<file path="src/rtl/dsau_defs.svh">
`ifndef DSAU_DEFS_SVH
`define DSAU_DEFS_SVH
// ==========================================================
// address map of the data space
`define DSAU_WIN_BIT 15
`define DSAU_Y_BASE 16'h1800
`define DSAU_Y_LAST 16'h1FFF
`define DSAU_RAM_LAST 16'h27FF
// ==========================================================
// pointer steps
`define DSAU_STEP_BYTE 16'h0001
`define DSAU_STEP_WORD 16'h0002
// ==========================================================
// extra cycles of a window read
`define DSAU_EXTRA_NONE 2'h0
`define DSAU_EXTRA_ONE 2'h1
`define DSAU_EXTRA_TWO 2'h2
// ==========================================================
// byte lanes and fill values
`define DSAU_LANE_NONE 2'h0
`define DSAU_LANE_LO 2'h1
`define DSAU_LANE_HI 2'h2
`define DSAU_LANE_BOTH 2'h3
`define DSAU_ZERO16 16'h0000
`define DSAU_ZERO8 8'h00
`define DSAU_PM_TOP 1'h0
`endif

</file>
<file path="src/rtl/dsau_pkg.sv">
package dsau_pkg;
   // ==========================================================
   // sequencer states
   typedef enum logic [3:0] {
      S_IDLE = 4'h1,
      S_MEM = 4'h2,
      S_DATA = 4'h4,
      S_WAIT = 4'h8
   } dsau_state_t;
   // instruction class of an access
   typedef enum logic [1:0] {
      CLS_MAC_PF = 2'h0,
      CLS_MOVE = 2'h1,
      CLS_DMOVE = 2'h2,
      CLS_OTHER = 2'h3
   } dsau_cls_t;
   // ==========================================================
   // request and control carriers
   typedef struct packed {
      logic valid;
      logic write;
      logic byte_op;
      logic mac;
      dsau_cls_t cls;
      logic [15:0] addr;
      logic [15:0] wdata;
   } dsau_xreq_t;
   typedef struct packed {
      logic valid;
      logic [15:0] addr;
   } dsau_yreq_t;
   typedef struct packed {
      logic program_window_enable;
      logic [7:0] program_window_page;
      logic table_active;
      logic repeat_active;
      logic repeat_edge;
   } dsau_ctl_t;
   typedef struct packed {
      logic valid;
      logic [15:0] ptr;
      logic byte_op;
      logic mod_en;
      logic [15:0] mod_start;
      logic [15:0] mod_end;
      logic brev_en;
      logic [15:0] brev_mod;
      logic x_write;
   } dsau_agu_req_t;
   // ==========================================================
   // module state
   typedef struct packed {
      logic valid;
      logic [15:0] ptr;
   } dsau_agu_st_t;
   typedef struct packed {
      dsau_state_t state;
      logic [14:0] ram_addr;
      logic ram_re;
      logic [1:0] ram_we;
      logic [15:0] ram_wdata;
      logic [14:0] yram_addr;
      logic yram_re;
      logic [23:0] pm_addr;
      logic pm_re;
      logic write;
      logic win;
      logic byte_op;
      logic hi_byte;
      logic zero_x;
      logic zero_y;
      logic [1:0] wait_cnt;
      logic [15:0] x_rdata;
      logic [15:0] y_rdata;
      logic [15:0] wreg;
      logic done;
      logic addr_err;
   } dsau_regs_t;
endpackage

</file>
<file path="src/rtl/dsau_agu.sv">
`timescale 1ns/1ns
`include "dsau_defs.svh"
module dsau_agu (
   // clock and reset
   input wire logic core_clk_i,
   input wire logic rst_i,
   // pointer update request
   input wire dsau_pkg::dsau_agu_req_t req_i,
   // updated pointer
   output logic [15:0] ptr_o,
   output logic valid_o
);
   import dsau_pkg::*;
   dsau_agu_st_t r;
   dsau_agu_st_t next_r;

   // reverse the bit order of a word
   function automatic logic [15:0] bitrev16(input logic [15:0] v);
      logic [15:0] o;
      o = `DSAU_ZERO16;
      for (int i = 0; i < 16; i++) begin
         o[i] = v[15 - i];
      end
      return o;
   endfunction

   // post-increment with scaling, modulo wrap and reverse carry
   always_comb begin
      logic [15:0] inc;
      inc = req_i.ptr + (req_i.byte_op ? `DSAU_STEP_BYTE : `DSAU_STEP_WORD);
      next_r = r;
      next_r.valid = req_i.valid;
      if (req_i.valid) begin
         if (req_i.brev_en && req_i.x_write) begin
            next_r.ptr = bitrev16(bitrev16(req_i.ptr) + bitrev16(req_i.brev_mod));
         end else if (req_i.mod_en && (inc > req_i.mod_end)) begin
            next_r.ptr = req_i.mod_start;
         end else begin
            next_r.ptr = inc;
         end
      end
   end

   // state register
   always_ff @(posedge core_clk_i) begin
      if (rst_i) begin
         r <= '0;
      end else begin
         r <= next_r;
      end
   end

   assign ptr_o = r.ptr;
   assign valid_o = r.valid;
endmodule

</file>
<file path="src/rtl/dsau_top.sv">
`timescale 1ns/1ns
`include "dsau_defs.svh"
module dsau_top (
   // clock and reset
   input wire logic core_clk_i,
   input wire logic rst_i,
   // core control
   input wire dsau_pkg::dsau_ctl_t ctl_i,
   // access requests
   input wire dsau_pkg::dsau_xreq_t x_req_i,
   input wire dsau_pkg::dsau_yreq_t y_req_i,
   input wire logic [15:0] wreg_i,
   output logic x_ready_o,
   // access results
   output logic done_o,
   output logic [15:0] x_rdata_o,
   output logic [15:0] y_rdata_o,
   output logic [15:0] wreg_o,
   output logic addr_err_o,
   output logic stall_o,
   // data ram, x side
   output logic [14:0] ram_addr_o,
   output logic ram_re_o,
   output logic [1:0] ram_we_o,
   output logic [15:0] ram_wdata_o,
   input wire logic [15:0] ram_rdata_i,
   // data ram, y read side
   output logic [14:0] yram_addr_o,
   output logic yram_re_o,
   input wire logic [15:0] yram_rdata_i,
   // program memory
   output logic [23:0] pm_addr_o,
   output logic pm_re_o,
   input wire logic [23:0] pm_rdata_i,
   // pointer update
   input wire dsau_pkg::dsau_agu_req_t agu_req_i,
   output logic [15:0] agu_ptr_o,
   output logic agu_valid_o
);
   import dsau_pkg::*;

   // ==========================================================
   // decode helpers
   // address lies inside the y block
   function automatic logic in_y(input logic [15:0] a);
      return (a >= `DSAU_Y_BASE) && (a <= `DSAU_Y_LAST);
   endfunction

   // address is backed by data ram
   function automatic logic impl(input logic [15:0] a);
      return a <= `DSAU_RAM_LAST;
   endfunction

   // byte strobes for a write
   function automatic logic [1:0] lanes(input logic byte_op, input logic a0);
      if (!byte_op) begin
         return `DSAU_LANE_BOTH;
      end else if (a0) begin
         return `DSAU_LANE_HI;
      end else begin
         return `DSAU_LANE_LO;
      end
   endfunction

   // access goes through the program window
   function automatic logic is_win(input dsau_ctl_t c, input logic [15:0] a);
      return c.program_window_enable && !c.table_active && a[`DSAU_WIN_BIT];
   endfunction

   // extra cycles that a window read costs
   function automatic logic [1:0] extra(input dsau_ctl_t c, input dsau_cls_t k);
      if (c.repeat_active) begin
         return c.repeat_edge ? `DSAU_EXTRA_TWO : `DSAU_EXTRA_NONE;
      end else if (k == CLS_OTHER) begin
         return `DSAU_EXTRA_TWO;
      end else begin
         return `DSAU_EXTRA_ONE;
      end
   endfunction

   // ==========================================================
   // state
   dsau_regs_t r;
   dsau_regs_t next_r;
   logic acc;
   logic acc_rd;
   logic win_now;

   // request taken in idle
   assign acc = (r.state == S_IDLE) && x_req_i.valid;
   assign acc_rd = acc && !x_req_i.write;
   assign win_now = is_win(ctl_i, x_req_i.addr);

   // ==========================================================
   // access sequencer
   always_comb begin
      logic misal;
      logic [15:0] word;
      logic [7:0] sel;
      misal = !x_req_i.byte_op && x_req_i.addr[0];
      word = `DSAU_ZERO16;
      sel = `DSAU_ZERO8;
      next_r = r;
      next_r.done = 1'b0;
      next_r.addr_err = 1'b0;
      next_r.ram_re = 1'b0;
      next_r.ram_we = `DSAU_LANE_NONE;
      next_r.yram_re = 1'b0;
      next_r.pm_re = 1'b0;
      case (r.state)
         S_IDLE: begin
            if (x_req_i.valid) begin
               next_r.state = S_MEM;
               next_r.write = x_req_i.write;
               next_r.byte_op = x_req_i.byte_op;
               next_r.hi_byte = x_req_i.addr[0];
               next_r.wreg = wreg_i;
               next_r.addr_err = misal;
               // word decode shared by both byte lanes
               next_r.ram_addr = x_req_i.addr[15:1];
               next_r.pm_addr = {`DSAU_PM_TOP, ctl_i.program_window_page,
                                 x_req_i.addr[14:0]};
               next_r.win = 1'b0;
               next_r.zero_x = 1'b0;
               next_r.zero_y = 1'b1;
               next_r.wait_cnt = `DSAU_EXTRA_NONE;
               if (x_req_i.write) begin
                  // writes take the x path to any address
                  next_r.ram_wdata = x_req_i.byte_op ?
                     {x_req_i.wdata[7:0], x_req_i.wdata[7:0]} : x_req_i.wdata;
                  if (!misal && impl(x_req_i.addr)) begin
                     next_r.ram_we = lanes(x_req_i.byte_op, x_req_i.addr[0]);
                  end
               end else if (win_now) begin
                  next_r.win = 1'b1;
                  next_r.pm_re = 1'b1;
                  next_r.wait_cnt = extra(ctl_i, x_req_i.cls);
               end else begin
                  // linear space unless multiply class splits off y
                  next_r.zero_x = !impl(x_req_i.addr) ||
                     (x_req_i.mac && in_y(x_req_i.addr));
                  next_r.ram_re = !next_r.zero_x;
               end
               if (!x_req_i.write && x_req_i.mac && y_req_i.valid) begin
                  // concurrent word fetch on the y path
                  next_r.zero_y = !in_y(y_req_i.addr);
                  next_r.yram_re = in_y(y_req_i.addr);
                  next_r.yram_addr = y_req_i.addr[15:1];
               end
            end
         end
         S_MEM: begin
            if (r.write) begin
               next_r.done = 1'b1;
               next_r.state = S_IDLE;
            end else begin
               next_r.state = S_DATA;
            end
         end
         S_DATA: begin
            // pick the returned word, zero for a refused address
            if (r.win) begin
               word = pm_rdata_i[15:0];
            end else if (!r.zero_x) begin
               word = ram_rdata_i;
            end
            sel = r.hi_byte ? word[15:8] : word[7:0];
            next_r.x_rdata = r.byte_op ? {`DSAU_ZERO8, sel} : word;
            next_r.y_rdata = r.zero_y ? `DSAU_ZERO16 : yram_rdata_i;
            next_r.wreg = r.byte_op ? {r.wreg[15:8], sel} : word;
            if (r.wait_cnt == `DSAU_EXTRA_NONE) begin
               next_r.done = 1'b1;
               next_r.state = S_IDLE;
            end else begin
               next_r.state = S_WAIT;
            end
         end
         S_WAIT: begin
            // hold the instruction for the second program fetch
            next_r.wait_cnt = r.wait_cnt - `DSAU_EXTRA_ONE;
            if (r.wait_cnt == `DSAU_EXTRA_ONE) begin
               next_r.done = 1'b1;
               next_r.state = S_IDLE;
            end
         end
         default: begin
            next_r.state = S_IDLE;
         end
      endcase
   end

   // state register
   always_ff @(posedge core_clk_i) begin
      if (rst_i) begin
         r <= '0;
         r.state <= S_IDLE;
      end else begin
         r <= next_r;
      end
   end

   // ==========================================================
   // outputs
   assign x_ready_o = (r.state == S_IDLE);
   assign stall_o = (r.state != S_IDLE);
   assign done_o = r.done;
   assign x_rdata_o = r.x_rdata;
   assign y_rdata_o = r.y_rdata;
   assign wreg_o = r.wreg;
   assign addr_err_o = r.addr_err;
   assign ram_addr_o = r.ram_addr;
   assign ram_re_o = r.ram_re;
   assign ram_we_o = r.ram_we;
   assign ram_wdata_o = r.ram_wdata;
   assign yram_addr_o = r.yram_addr;
   assign yram_re_o = r.yram_re;
   assign pm_addr_o = r.pm_addr;
   assign pm_re_o = r.pm_re;

   // pointer arithmetic
   dsau_agu u_agu (
      .core_clk_i(core_clk_i),
      .rst_i(rst_i),
      .req_i(agu_req_i),
      .ptr_o(agu_ptr_o),
      .valid_o(agu_valid_o)
   );
endmodule

</file>
<file path="config.mk">
export PLATFORM = sky130hd
export DESIGN_NAME = dsau_top
export DESIGN_NICKNAME = d
export VERILOG_FILES = /design/src/rtl/dsau_pkg.sv /design/src/rtl/dsau_agu.sv /design/src/rtl/dsau_top.sv
export VERILOG_INCLUDE_DIRS = /design/src /design/src/rtl
export SDC_FILE = /design/constraint.sdc
export NUM_CORES = 1
export LEC_CHECK = 0
export ABC_AREA = 1
export BUFFER_PORTS_ARGS = -buffer_cell sky130_fd_sc_hd__buf_4
export CORE_ASPECT_RATIO = 1.2
export CORE_MARGIN = 2
export CORE_UTILIZATION = 45
export DETAILED_ROUTE_END_ITERATION = 16
export GPL_TIMING_DRIVEN = 1
export PLACE_DENSITY_LB_ADDON = 0.3
export SYNTH_ARGS = -nofsm -noshare
export SYNTH_HDL_FRONTEND = slang
export SYNTH_SLANG_ARGS = --single-unit
</file>
<file path="constraint.sdc">
create_clock -name core_clk_i -period 8.4 [get_ports core_clk_i]
set_input_delay 0.84 -clock core_clk_i [delete_from_list [all_inputs] [get_ports core_clk_i]]
set_output_delay 0.84 -clock core_clk_i [all_outputs]
set_load 0.01 [all_outputs]
</file>
==> results.sh, run 1 <==
export IMPL_r2r_start="r[136]"
export IMPL_drc=0
export IMPL_status="complete, no violations"
export IMPL_min_period_ns=4.092
export IMPL_finalHoldViolCount=0
export IMPL_skew_ns=0.006986
export IMPL_crit_path_end_kind="flip-flop"
export IMPL_whs_ns=0.4633
export IMPL_path_max_fanout=17
export IMPL_clkSlewWorstSetupHoldPaths_ns=0.07
export IMPL_power_density_nw_per_um2=174.3
export IMPL_syn_to_final_growth_pct=28.62
export IMPL_max_freq_ghz=0.2444
export IMPL_cts_tree="done"
export IMPL_synth_enable_flop_cells=0
export IMPL_antenna_found_initial=3
export IMPL_clk_latency_ns=0.42
export IMPL_die_w_um=127.2
export IMPL_seq_area_frac_synth=0.3370
export IMPL_comb_power_share=0.217
export IMPL_synth_top_area_share=0.3370
export IMPL_coreArea_um2=18040
export IMPL_cts_repair_resized=0
export IMPL_synth_area_leaders="dfxtp_1, buf_4, nand2_1, a21oi_1, ha_1"
export IMPL_finalSetupTns_ns=0
export IMPL_r2r_slack_ns=6.04
export IMPL_dieArea_um2=19320
export IMPL_p_sw_uw=568.9
export IMPL_fillers=1774
export IMPL_synth_async_reset_ratio=0
export IMPL_synth_seq_cells=138
export IMPL_cts_hold_buf=0
export IMPL_register_area_um2=2763
export IMPL_ys_flop_type="dfxtp_1"
export IMPL_first_pass_iters=5
export IMPL_drtIter0Drc=413
export IMPL_hold_end="pm_addr_o[15]"
export IMPL_post_drt_wl_per_cell_um=16.44
export IMPL_clockBufferDepth=2
export IMPL_cts_buffers=17
export IMPL_clockPowerShare=0.394
export IMPL_rsz0062_at_grt="no"
export IMPL_multi_input_area_um2=3929
export IMPL_hpwlAfterDp_mm=20.45
export IMPL_avgViaCountPerCell=5.110
export IMPL_p_leak_uw=0.005243
export IMPL_final_cells=1593
export IMPL_nets=1600
export IMPL_wirelength_mm=26.19
export IMPL_postCtsSetupBuffers=0
export IMPL_initial_core_util=0.4544
export IMPL_hp_class="flip-flop to flip-flop"
export IMPL_drive_gt1_frac=0.2921
export IMPL_rr_endpoint="ram_wdata_o[3]"
export IMPL_finalWeightedCongestion=0.9207
export IMPL_yosys_warnings=0
export IMPL_grtUsageTotal=0.2662
export IMPL_critPathLaunchType="input pin"
export IMPL_overflow=0
export IMPL_h_tree_depth=4
export IMPL_setup_violations=0
export IMPL_ant_nets=0
export IMPL_crit_path_start="agu_req_i[51]"
export IMPL_p_int_uw=1269
export IMPL_grt_pass1_vias=7673
export IMPL_cp_required_ns=8.75
export IMPL_worst_ep_arrival_time_ns=4.44
export IMPL_drv_slew=0
export IMPL_cap_viol_max_count=0
export IMPL_grt_max_degree=58
export IMPL_switching_share=0.3095
export IMPL_rows=54
export IMPL_r2r_cells=8
export IMPL_synthesis_instances=1157
export IMPL_root_buffer="clkbuf_16"
export IMPL_die_h_um=151.9
export IMPL_synth_nets=1404
export IMPL_min_period_over_period=0.4872
export IMPL_worstHoldStart="pm_addr_o[15]"
export IMPL_p_seq_frac=0.388
export IMPL_io_pins=354
export IMPL_synth_cell_type_count=47
export IMPL_peakVddDrop_v=0.0001353
export IMPL_via_count=8140
export IMPL_synth_area_um2=8198
export IMPL_worst_pin_slew_ns=0.7733
export IMPL_grt_pass1_wl_mm=40.26
export IMPL_dpl_cell_count=1558
export IMPL_path_class="input pin to flip-flop"
export IMPL_io_buffers=343
export IMPL_hold_depth=2
export IMPL_avgSynthCellArea_um2=7.085
export IMPL_clock_sinks=138
export IMPL_synth_top_area_cell="dfxtp_1"
export IMPL_relSlewSlack=0.4839
cell families (layout without fill, tap and decap cells):
family / Yosys count / count (layout) / share of synthesized area
AOI/OAI and AO/OA: 248 / 248 / 0.1682
xor gates and xnor gates: 7 / 7 / 0.007479
adders and majority gates: 37 / 37 / 0.05830
buffers and inverters: 273 / 482 / 0.1838
DFF: 138 / 138 / 0.3370
muxes: 8 / 8 / 0.009768
other: 1 / 4 / 0.0004574
and+or+nand+nor: 445 / 445 / 0.2350
per-layer routing:
layer / part of all wire / routed length, um / track usage / vias to the layer above
met5: 0 / 0 / 0 / -
met4: 0.050 / 1311 / 0.1272 / 0
met3: 0.071 / 1871 / 0.06514 / 61
met2: 0.52 / 13550 / 0.4857 / 324
met1: 0.36 / 9465 / 0.2847 / 3662
li1: - / - / - / 4093
state kept, by name, summed over array words and instances, names as in the netlist:
signal and count:
ram_addr_o 15, wreg_o 16, pm_re_o 1, yram_addr_o 15, pm_addr_o 9, y_rdata_o 16
ram_we_o 2, ram_wdata_o 16, x_rdata_o 16, yram_re_o 1, done_o 1, addr_err_o 1
ram_re_o 1, r 11, u_agu.valid_o 1, u_agu.ptr_o 16
power by group through the flow:
stage / Sequential, uW / Combinational [uW] / Clock (uW)
floorplan: 725 / 246 / 0
global placement: 727 / 395 / 0
detailed placement: 728 / 399 / 0
CTS: 713 / 401 / 742
global route: 718 / 441 / 774
finish: 714 / 399 / 725
per-stage QoR:
| step | setup slack (ns) | utilization | area, um2 | power (uW) |
|---|---|---|---|---|
| after floorplan | 4.914 | - | 8198 | 971.0 |
| after global placement | 4.015 | 0.5521 | 9960 | 1122 |
| after detailed placement | 3.905 | 0.5521 | 9960 | 1127 |
| after CTS | 4.349 | 0.5841 | 10540 | 1856 |
| after global routing | 4.017 | 0.5843 | 10540 | 1933 |
| final | 4.308 | 0.5845 | 10540 | 1838 |
layout by cell type (no fill, tap or decap), types with 13 or more instances in the layout:
cell type,count
nor2_1,101
clkbuf_16,17
nand3_1,73
nand2_1,221
o21ai_0,83
ha_1,35
buf_4,346
inv_1,97
nand3b_1,13
a21oi_1,122
dfxtp_1,138
synthesized netlist by cell type, types with 2 or more instances:
cell type and instances:
a31oi_1 4, o21a_1 3, a31o_2 2, nor2_4 2
buf_4 123, buf_2 9, o21ai_0 83, nand2_1 221
a21o_1 4, mux2i_1 8, nand3b_1 13, a22oi_1 8
nand3_1 73, a21oi_1 122, inv_1 97, nor2_1 101
inv_2 6, ha_1 35, dfxtp_1 138, or2_1 7
nand4_1 8, a311oi_1 6, xnor2_1 3, nand2_2 4
xor2_1 4, a221o_1 7, a221oi_1 3, clkbuf_1 32
nor3_1 8, buf_1 3, or2_2 2, o21bai_1 2
fa_1 2
worst max-delay path, stage by stage:
cell and delay (ns):
buf_4 0.11, ha_1 0.17, inv_1 0.06, fa_1 0.41, inv_1 0.07, nand3_1 0.14, nor2_1 0.16, inv_1 0.07
nor2_1 0.22, nand3_1 0.12, nand2_1 0.12, inv_1 0.05, ha_1 0.28, nand2_1 0.08, nor2_1 0.05, nand2_1 0.07
o21a_1 0.54, nand2_2 0.34, nand2_1 0.13, nand3_1 0.21, a21oi_1 0.21
worst max-delay path by stage:
stage,endpoint,slack (ns)
2_1_floorplan,u_agu.ptr_o[13],4.91
3_3_place_gp,u_agu.ptr_o[5],4.01
3_5_place_dp,u_agu.ptr_o[5],3.90
4_1_cts,u_agu.ptr_o[5],4.35
5_1_grt,u_agu.ptr_o[5],4.02
6_report,u_agu.ptr_o[5],4.31
cell type report:
type / count / share of cell area
Antenna cell: 3 / 0.0007120
Sequential cell: 138 / 0.2620
Inverter: 104 / 0.03702
Clock buffer: 17 / 0.04035
Multi-Input combinational cell: 746 / 0.3726
Timing Repair Buffer: 346 / 0.2464
Tap cell: 224 / 0.02658
Clock inverter: 15 / 0.01436
No activity file was read; power rests on OpenSTA's default activity.
==> run 2, diff against run 1 <==
==> constraint.sdc (replaced) <==
create_clock -name core_clk_i -period 3.9 [get_ports core_clk_i]
set_input_delay 0.39 -clock core_clk_i [delete_from_list [all_inputs] [get_ports core_clk_i]]
set_output_delay 0.39 -clock core_clk_i [all_outputs]
set_load 0.01 [all_outputs]
==> run 2 against run 1 <==
Net effect:
- final area is 0.33% higher
- core utilization is 0.19 points higher
- sequential share of layout area is 0.087 points lower
- critical endpoint is now u_agu.ptr_o[1]
==> results.sh, run 2 (synthesized netlist as in run 1, its figures left out) <==
export IMPL_h_tree_depth=4
export IMPL_p_sw_uw=1252
export IMPL_final_cells=1593
export IMPL_min_period_over_period=0.8271
export IMPL_coreArea_um2=18040
export IMPL_grtUsageTotal=0.2750
export IMPL_r2r_start="r[135]"
export IMPL_status="complete, no violations"
export IMPL_cts_tree="done"
export IMPL_min_period_ns=3.226
export IMPL_drtIter0Drc=483
export IMPL_dpl_cell_count=1560
export IMPL_max_stage_delay_ns=0.40
export IMPL_finalSetupTns_ns=0
export IMPL_grt_pass1_wl_mm=41.67
export IMPL_via_count=8356
export IMPL_grt_max_degree=76
export IMPL_dieArea_um2=19320
export IMPL_rsz0062_at_grt="no"
export IMPL_setup_violations=0
export IMPL_avgViaCountPerCell=5.245
export IMPL_ant_nets=0
export IMPL_io_pins=354
export IMPL_p_int_uw=2799
export IMPL_max_freq_ghz=0.3100
export IMPL_slowest_stage="fa_1"
export IMPL_power_density_nw_per_um2=382.9
export IMPL_clk_latency_ns=0.42
export IMPL_post_drt_wl_per_cell_um=17.16
export IMPL_switching_share=0.3090
export IMPL_worst_pin_slew_ns=0.9000
export IMPL_worst_ep_arrival_time_ns=3.55
export IMPL_cp_required_ns=4.23
export IMPL_rows=54
export IMPL_cap_viol_max_count=0
export IMPL_critical_path_most_common_cell="nand2_1"
export IMPL_cts_hold_buf=0
export IMPL_drive_gt1_frac=0.2931
export IMPL_fillers=1746
export IMPL_worstHoldStart="x_req_i[16]"
export IMPL_clockPowerShare=0.405
export IMPL_crit_path_end_kind="flip-flop"
export IMPL_p_leak_uw=0.005261
export IMPL_antenna_found_initial=1
export IMPL_drv_slew=0
export IMPL_layout_commonest_cell="buf_4"
export IMPL_critPathTopFamily="simple AND/OR/NAND/NOR gates"
export IMPL_relSlewSlack=0.4000
export IMPL_die_w_um=127.2
export IMPL_drc=0
export IMPL_crit_path_cell_trace="buf_4 > ha_1 > inv_1 > fa_1 > inv_1 > nand3_1 > nor2_1 > inv_1 > nor2_1 > nand3_1 > nand2_1 > nand2_1 > ha_1 > nand2_1 > nor2_1 > nand2_1 > o21a_1 > nand2_2 > nand2_1 > nand3_1 > nand3_1 > nand2_1 > inv_1"
export IMPL_postCtsSetupBuffers=0
export IMPL_path_class="input pin to flip-flop"
export IMPL_layout_common_cells="buf_4, nand2_1, dfxtp_1"
export IMPL_hpwlAfterDp_mm=21.13
export IMPL_cts_buffers=17
export IMPL_cts_repair_resized=0
export IMPL_path_max_fanout=16
export IMPL_syn_to_final_growth_pct=29.04
export IMPL_critPathLaunchType="input pin"
export IMPL_io_buffers=343
export IMPL_overflow=0
export IMPL_crit_path_start="agu_req_i[51]"
export IMPL_peakVddDrop_v=0.0002835
export IMPL_first_pass_iters=7
export IMPL_comb_power_share=0.215
export IMPL_finalWeightedCongestion=0.9395
export IMPL_root_buffer="clkbuf_16"
export IMPL_whs_ns=0.1538
export IMPL_skew_ns=0.009367
export IMPL_wirelength_mm=27.34
export IMPL_clockBufferDepth=2
export IMPL_finalHoldViolCount=0
export IMPL_die_h_um=151.9
export IMPL_grt_pass1_vias=7773
export IMPL_nets=1602
export IMPL_clock_sinks=138
export IMPL_initial_core_util=0.4544
export IMPL_critPathBufInv=5
export IMPL_hp_class="input pin to flip-flop"
export IMPL_p_seq_frac=0.380
export IMPL_clkSlewWorstSetupHoldPaths_ns=0.07
==> run 2: path summary, 6_finish.rpt <==
| path | to | slack [ns] | depth (start not counted) |
|---|---|---|---|
| max | u_agu.ptr_o[1] | 0.67 | 23 |
| min | ram_we_o[0] | 0.15 | 2 |
| max reg2reg | ram_wdata_o[3] | 1.51 | 8 |
| min reg2reg | r[135] | 0.45 | 1 |
==> run 2: final cells by class <==
cell class | count | area (um2) | share of cell area
multi-input cells | 746 | 3929 | 0.3714
flip-flops and latches | 138 | 2763 | 0.2611
repair buffers | 348 | 2613 | 0.2470
clock buffers | 17 | 425.4 | 0.04021
inverters | 104 | 390.4 | 0.03690
well taps | 224 | 280.3 | 0.02649
clock inverters | 15 | 176.4 | 0.01668
diodes | 1 | 2.502 | 0.0002365
==> run 2: power by group through the flow <==
stage	logic [uW]	registers (uW)	clock network (uW)
finish	871	1540	1640
global route	956	1550	1730
CTS	871	1540	1670
detailed placement	867	1570	0
global placement	860	1570	0
floorplan	530	1560	0
==> run 2: through the flow <==
| step | util | setup WS [ns] | power (uW) | area, um2 |
|---|---|---|---|---|
| global placement | 0.5529 | 0.3572 | 2426 | 9975 |
| detailed placement | 0.5529 | 0.2998 | 2435 | 9975 |
| finish | 0.5864 | 0.6744 | 4051 | 10580 |
| CTS | 0.5863 | 0.7511 | 4079 | 10580 |
| floorplan | - | 0.8645 | 2091 | 8198 |
| global route | 0.5864 | 0.4504 | 4235 | 10580 |
==> run 2: routing by layer <==
metal,track usage,part of all wire
met5,0,0
met3,0.06162,0.072
met4,0.1094,0.039
met2,0.5207,0.53
met1,0.2905,0.36
==> run 3, diff against run 2 <==
==> constraint.sdc (replaced) <==
create_clock -name core_clk_i -period 3.4 [get_ports core_clk_i]
set_input_delay 0.34 -clock core_clk_i [delete_from_list [all_inputs] [get_ports core_clk_i]]
set_output_delay 0.34 -clock core_clk_i [all_outputs]
set_load 0.01 [all_outputs]
==> run 3 against run 2 <==
Net effect:
- non-clock buffer count up 5
- critical path depth down 1
- die area unchanged
- flip-flop and latch count unchanged
- clock skew up 0.0054 ns
- register-to-register slack worse by 0.30 ns
- sequential share of layout area down 0.12 points
- sequential power up 15%
- clock power up 16%
- critical path type unchanged
- largest cell class unchanged
- highest routed layer unchanged
==> results.sh, run 3 (synthesized netlist as in run 1, its figures left out) <==
export IMPL_status="complete, no violations"
export IMPL_final_util=0.5891
export IMPL_via_count=8238
export IMPL_dieArea_um2=19320
export IMPL_grtUsageTotal=0.2696
export IMPL_worst_ep_arrival_time_ns=3.24
export IMPL_worst_pin_slew_ns=0.8900
export IMPL_comb_power_share=0.214
export IMPL_grt_pass1_wl_mm=41.10
export IMPL_peakVddDrop_v=0.0003058
export IMPL_final_cells=1599
export IMPL_cp_required_ns=3.69
export IMPL_critPathLaunchType="input pin"
export IMPL_r2r_slack_ns=1.21
export IMPL_worstHoldStart="x_req_i[16]"
export IMPL_dpl_cell_count=1565
export IMPL_drtIter0Drc=475
export IMPL_antenna_found_initial=0
export IMPL_layout_commonest_cell="buf_4"
export IMPL_fillers=1732
export IMPL_path_class="input pin to flip-flop"
export IMPL_setup_violations=0
export IMPL_wl_met2_mm=14.34
export IMPL_hpwlAfterDp_mm=21.11
export IMPL_nets=1607
export IMPL_die_h_um=151.9
export IMPL_drive_gt1_frac=0.2957
export IMPL_finalHoldViolCount=0
export IMPL_avgViaCountPerCell=5.152
export IMPL_cts_tree="done"
export IMPL_register_area_um2=2763
export IMPL_syn_to_final_growth_pct=29.64
export IMPL_layout_common_cells="buf_4, nand2_1, dfxtp_1"
export IMPL_grt_max_degree=76
export IMPL_power_density_nw_per_um2=439.3
export IMPL_hold_depth=2
export IMPL_relSlewSlack=0.4067
export IMPL_min_period_over_period=0.8663
export IMPL_cts_buffers=17
export IMPL_switching_share=0.2973
export IMPL_fin_ws_ns=0.4545
export IMPL_path_max_fanout=10
export IMPL_max_stage_delay_ns=0.40
export IMPL_p_seq_frac=0.378
export IMPL_hold_end="ram_we_o[0]"
export IMPL_cap_viol_max_count=0
export IMPL_ant_nets=0
export IMPL_clockPowerShare=0.408
export IMPL_coreArea_um2=18040
export IMPL_overflow=0
export IMPL_multi_input_area_um2=3929
export IMPL_clockBufferDepth=2
export IMPL_first_pass_iters=4
export IMPL_cts_hold_buf=0
export IMPL_clk_latency_ns=0.41
export IMPL_io_buffers=343
export IMPL_clkSlewWorstSetupHoldPaths_ns=0.06
export IMPL_root_buffer="clkbuf_16"
export IMPL_die_w_um=127.2
export IMPL_drt_met1_wl_mm=9.976
export IMPL_r2r_cells=10
export IMPL_crit_path_end_kind="flip-flop"
export IMPL_hp_class="input pin to flip-flop"
export IMPL_wirelength_mm=26.87
export IMPL_initial_core_util=0.4544
export IMPL_dr_wl_met3_mm=1.729
export IMPL_top_layer="met4"
export IMPL_crit_path_cell_trace="buf_4 > ha_1 > inv_1 > fa_1 > inv_1 > nand3_1 > nor2_1 > inv_1 > nor2_1 > nand3_1 > nand2_1 > nand2_1 > ha_1 > nand2_1 > nor2_1 > nand2_1 > o21a_1 > nand2_2 > buf_4 > nand2_1 > nand3_1 > a21oi_1"
export IMPL_rsz0062_at_grt="no"
export IMPL_slowest_stage="fa_1"
export IMPL_io_pins=354
export IMPL_drv_slew=0
export IMPL_h_tree_depth=4
export IMPL_cts_repair_resized=0
export IMPL_postCtsSetupBuffers=0
export IMPL_finalWeightedCongestion=0.9852
export IMPL_dp_slack_ns=0.05256
export IMPL_rows=54
export IMPL_clock_sinks=138
export IMPL_max_freq_ghz=0.3395
export IMPL_skew_ns=0.01478
export IMPL_drc=0
export IMPL_post_drt_wl_per_cell_um=16.80
export IMPL_finalSetupTns_ns=0
export IMPL_critical_path_most_common_cell="nand2_1"
export IMPL_rr_endpoint="yram_re_o"
export IMPL_min_period_ns=2.945
export IMPL_grt_pass1_vias=7857
export IMPL_p_sw_uw=1388
export IMPL_p_leak_uw=0.005289
export IMPL_r2r_start="r[136]"
export IMPL_p_int_uw=3281
-- run 3: layout make-up --
cell class,count,share of cell area
well taps,224,0.02637
diodes,2,0.0004709
clock buffers,17,0.04003
repair buffers,353,0.2494
multi-input cells,746,0.3697
flip-flops and latches,138,0.2599
inverters,104,0.03673
clock inverters,15,0.01742
-- run 3: worst max-delay path by stage --
stage	from	end	slack (ns)	cells past startpoint
floorplan	agu_req_i[51]	u_agu.ptr_o[13]	0.41	22
global placement	agu_req_i[51]	u_agu.ptr_o[1]	0.1	25
detailed placement	agu_req_i[51]	u_agu.ptr_o[0]	0.05	23
CTS	agu_req_i[51]	u_agu.ptr_o[0]	0.49	23
global route	agu_req_i[51]	u_agu.ptr_o[1]	0.10	23
finish	agu_req_i[51]	u_agu.ptr_o[9]	0.45	22
-- run 3: per-stage QoR --
step           total power [uW]  area (um2)  hold WS, ns
4_1_cts                    4696       10620       0.1012
5_1_grt                    4888       10620       0.1081
3_5_place_dp               2798       10010       0.4480
6_report                   4669       10630       0.1144
2_1_floorplan              2399        8198       0.4236
3_3_place_gp               2789       10010       0.4369
-- run 3: per-layer routing --
layer | GRT usage | vias to the layer above
met5 | 0 | -
met4 | 0.09733 | 0
met3 | 0.05739 | 47
met2 | 0.5110 | 312
met1 | 0.2902 | 3773
li1 | - | 4106
-- run 3: power groups by stage --
stage	Combinational (uW)	Sequential, uW	Clock (uW)
final	999	1770	1900
after global routing	1110	1780	2010
after CTS	1000	1770	1930
after detailed placement	998	1800	0
after global placement	991	1800	0
after floorplan	608	1790	0
-- run 3: worst max-delay path, delay by kind of cell --
family	cells	cell delay, ns
fa+ha+maj	3	0.84
simple gates	12	1.30
buf+inv	5	0.45
compound gates	2	0.31
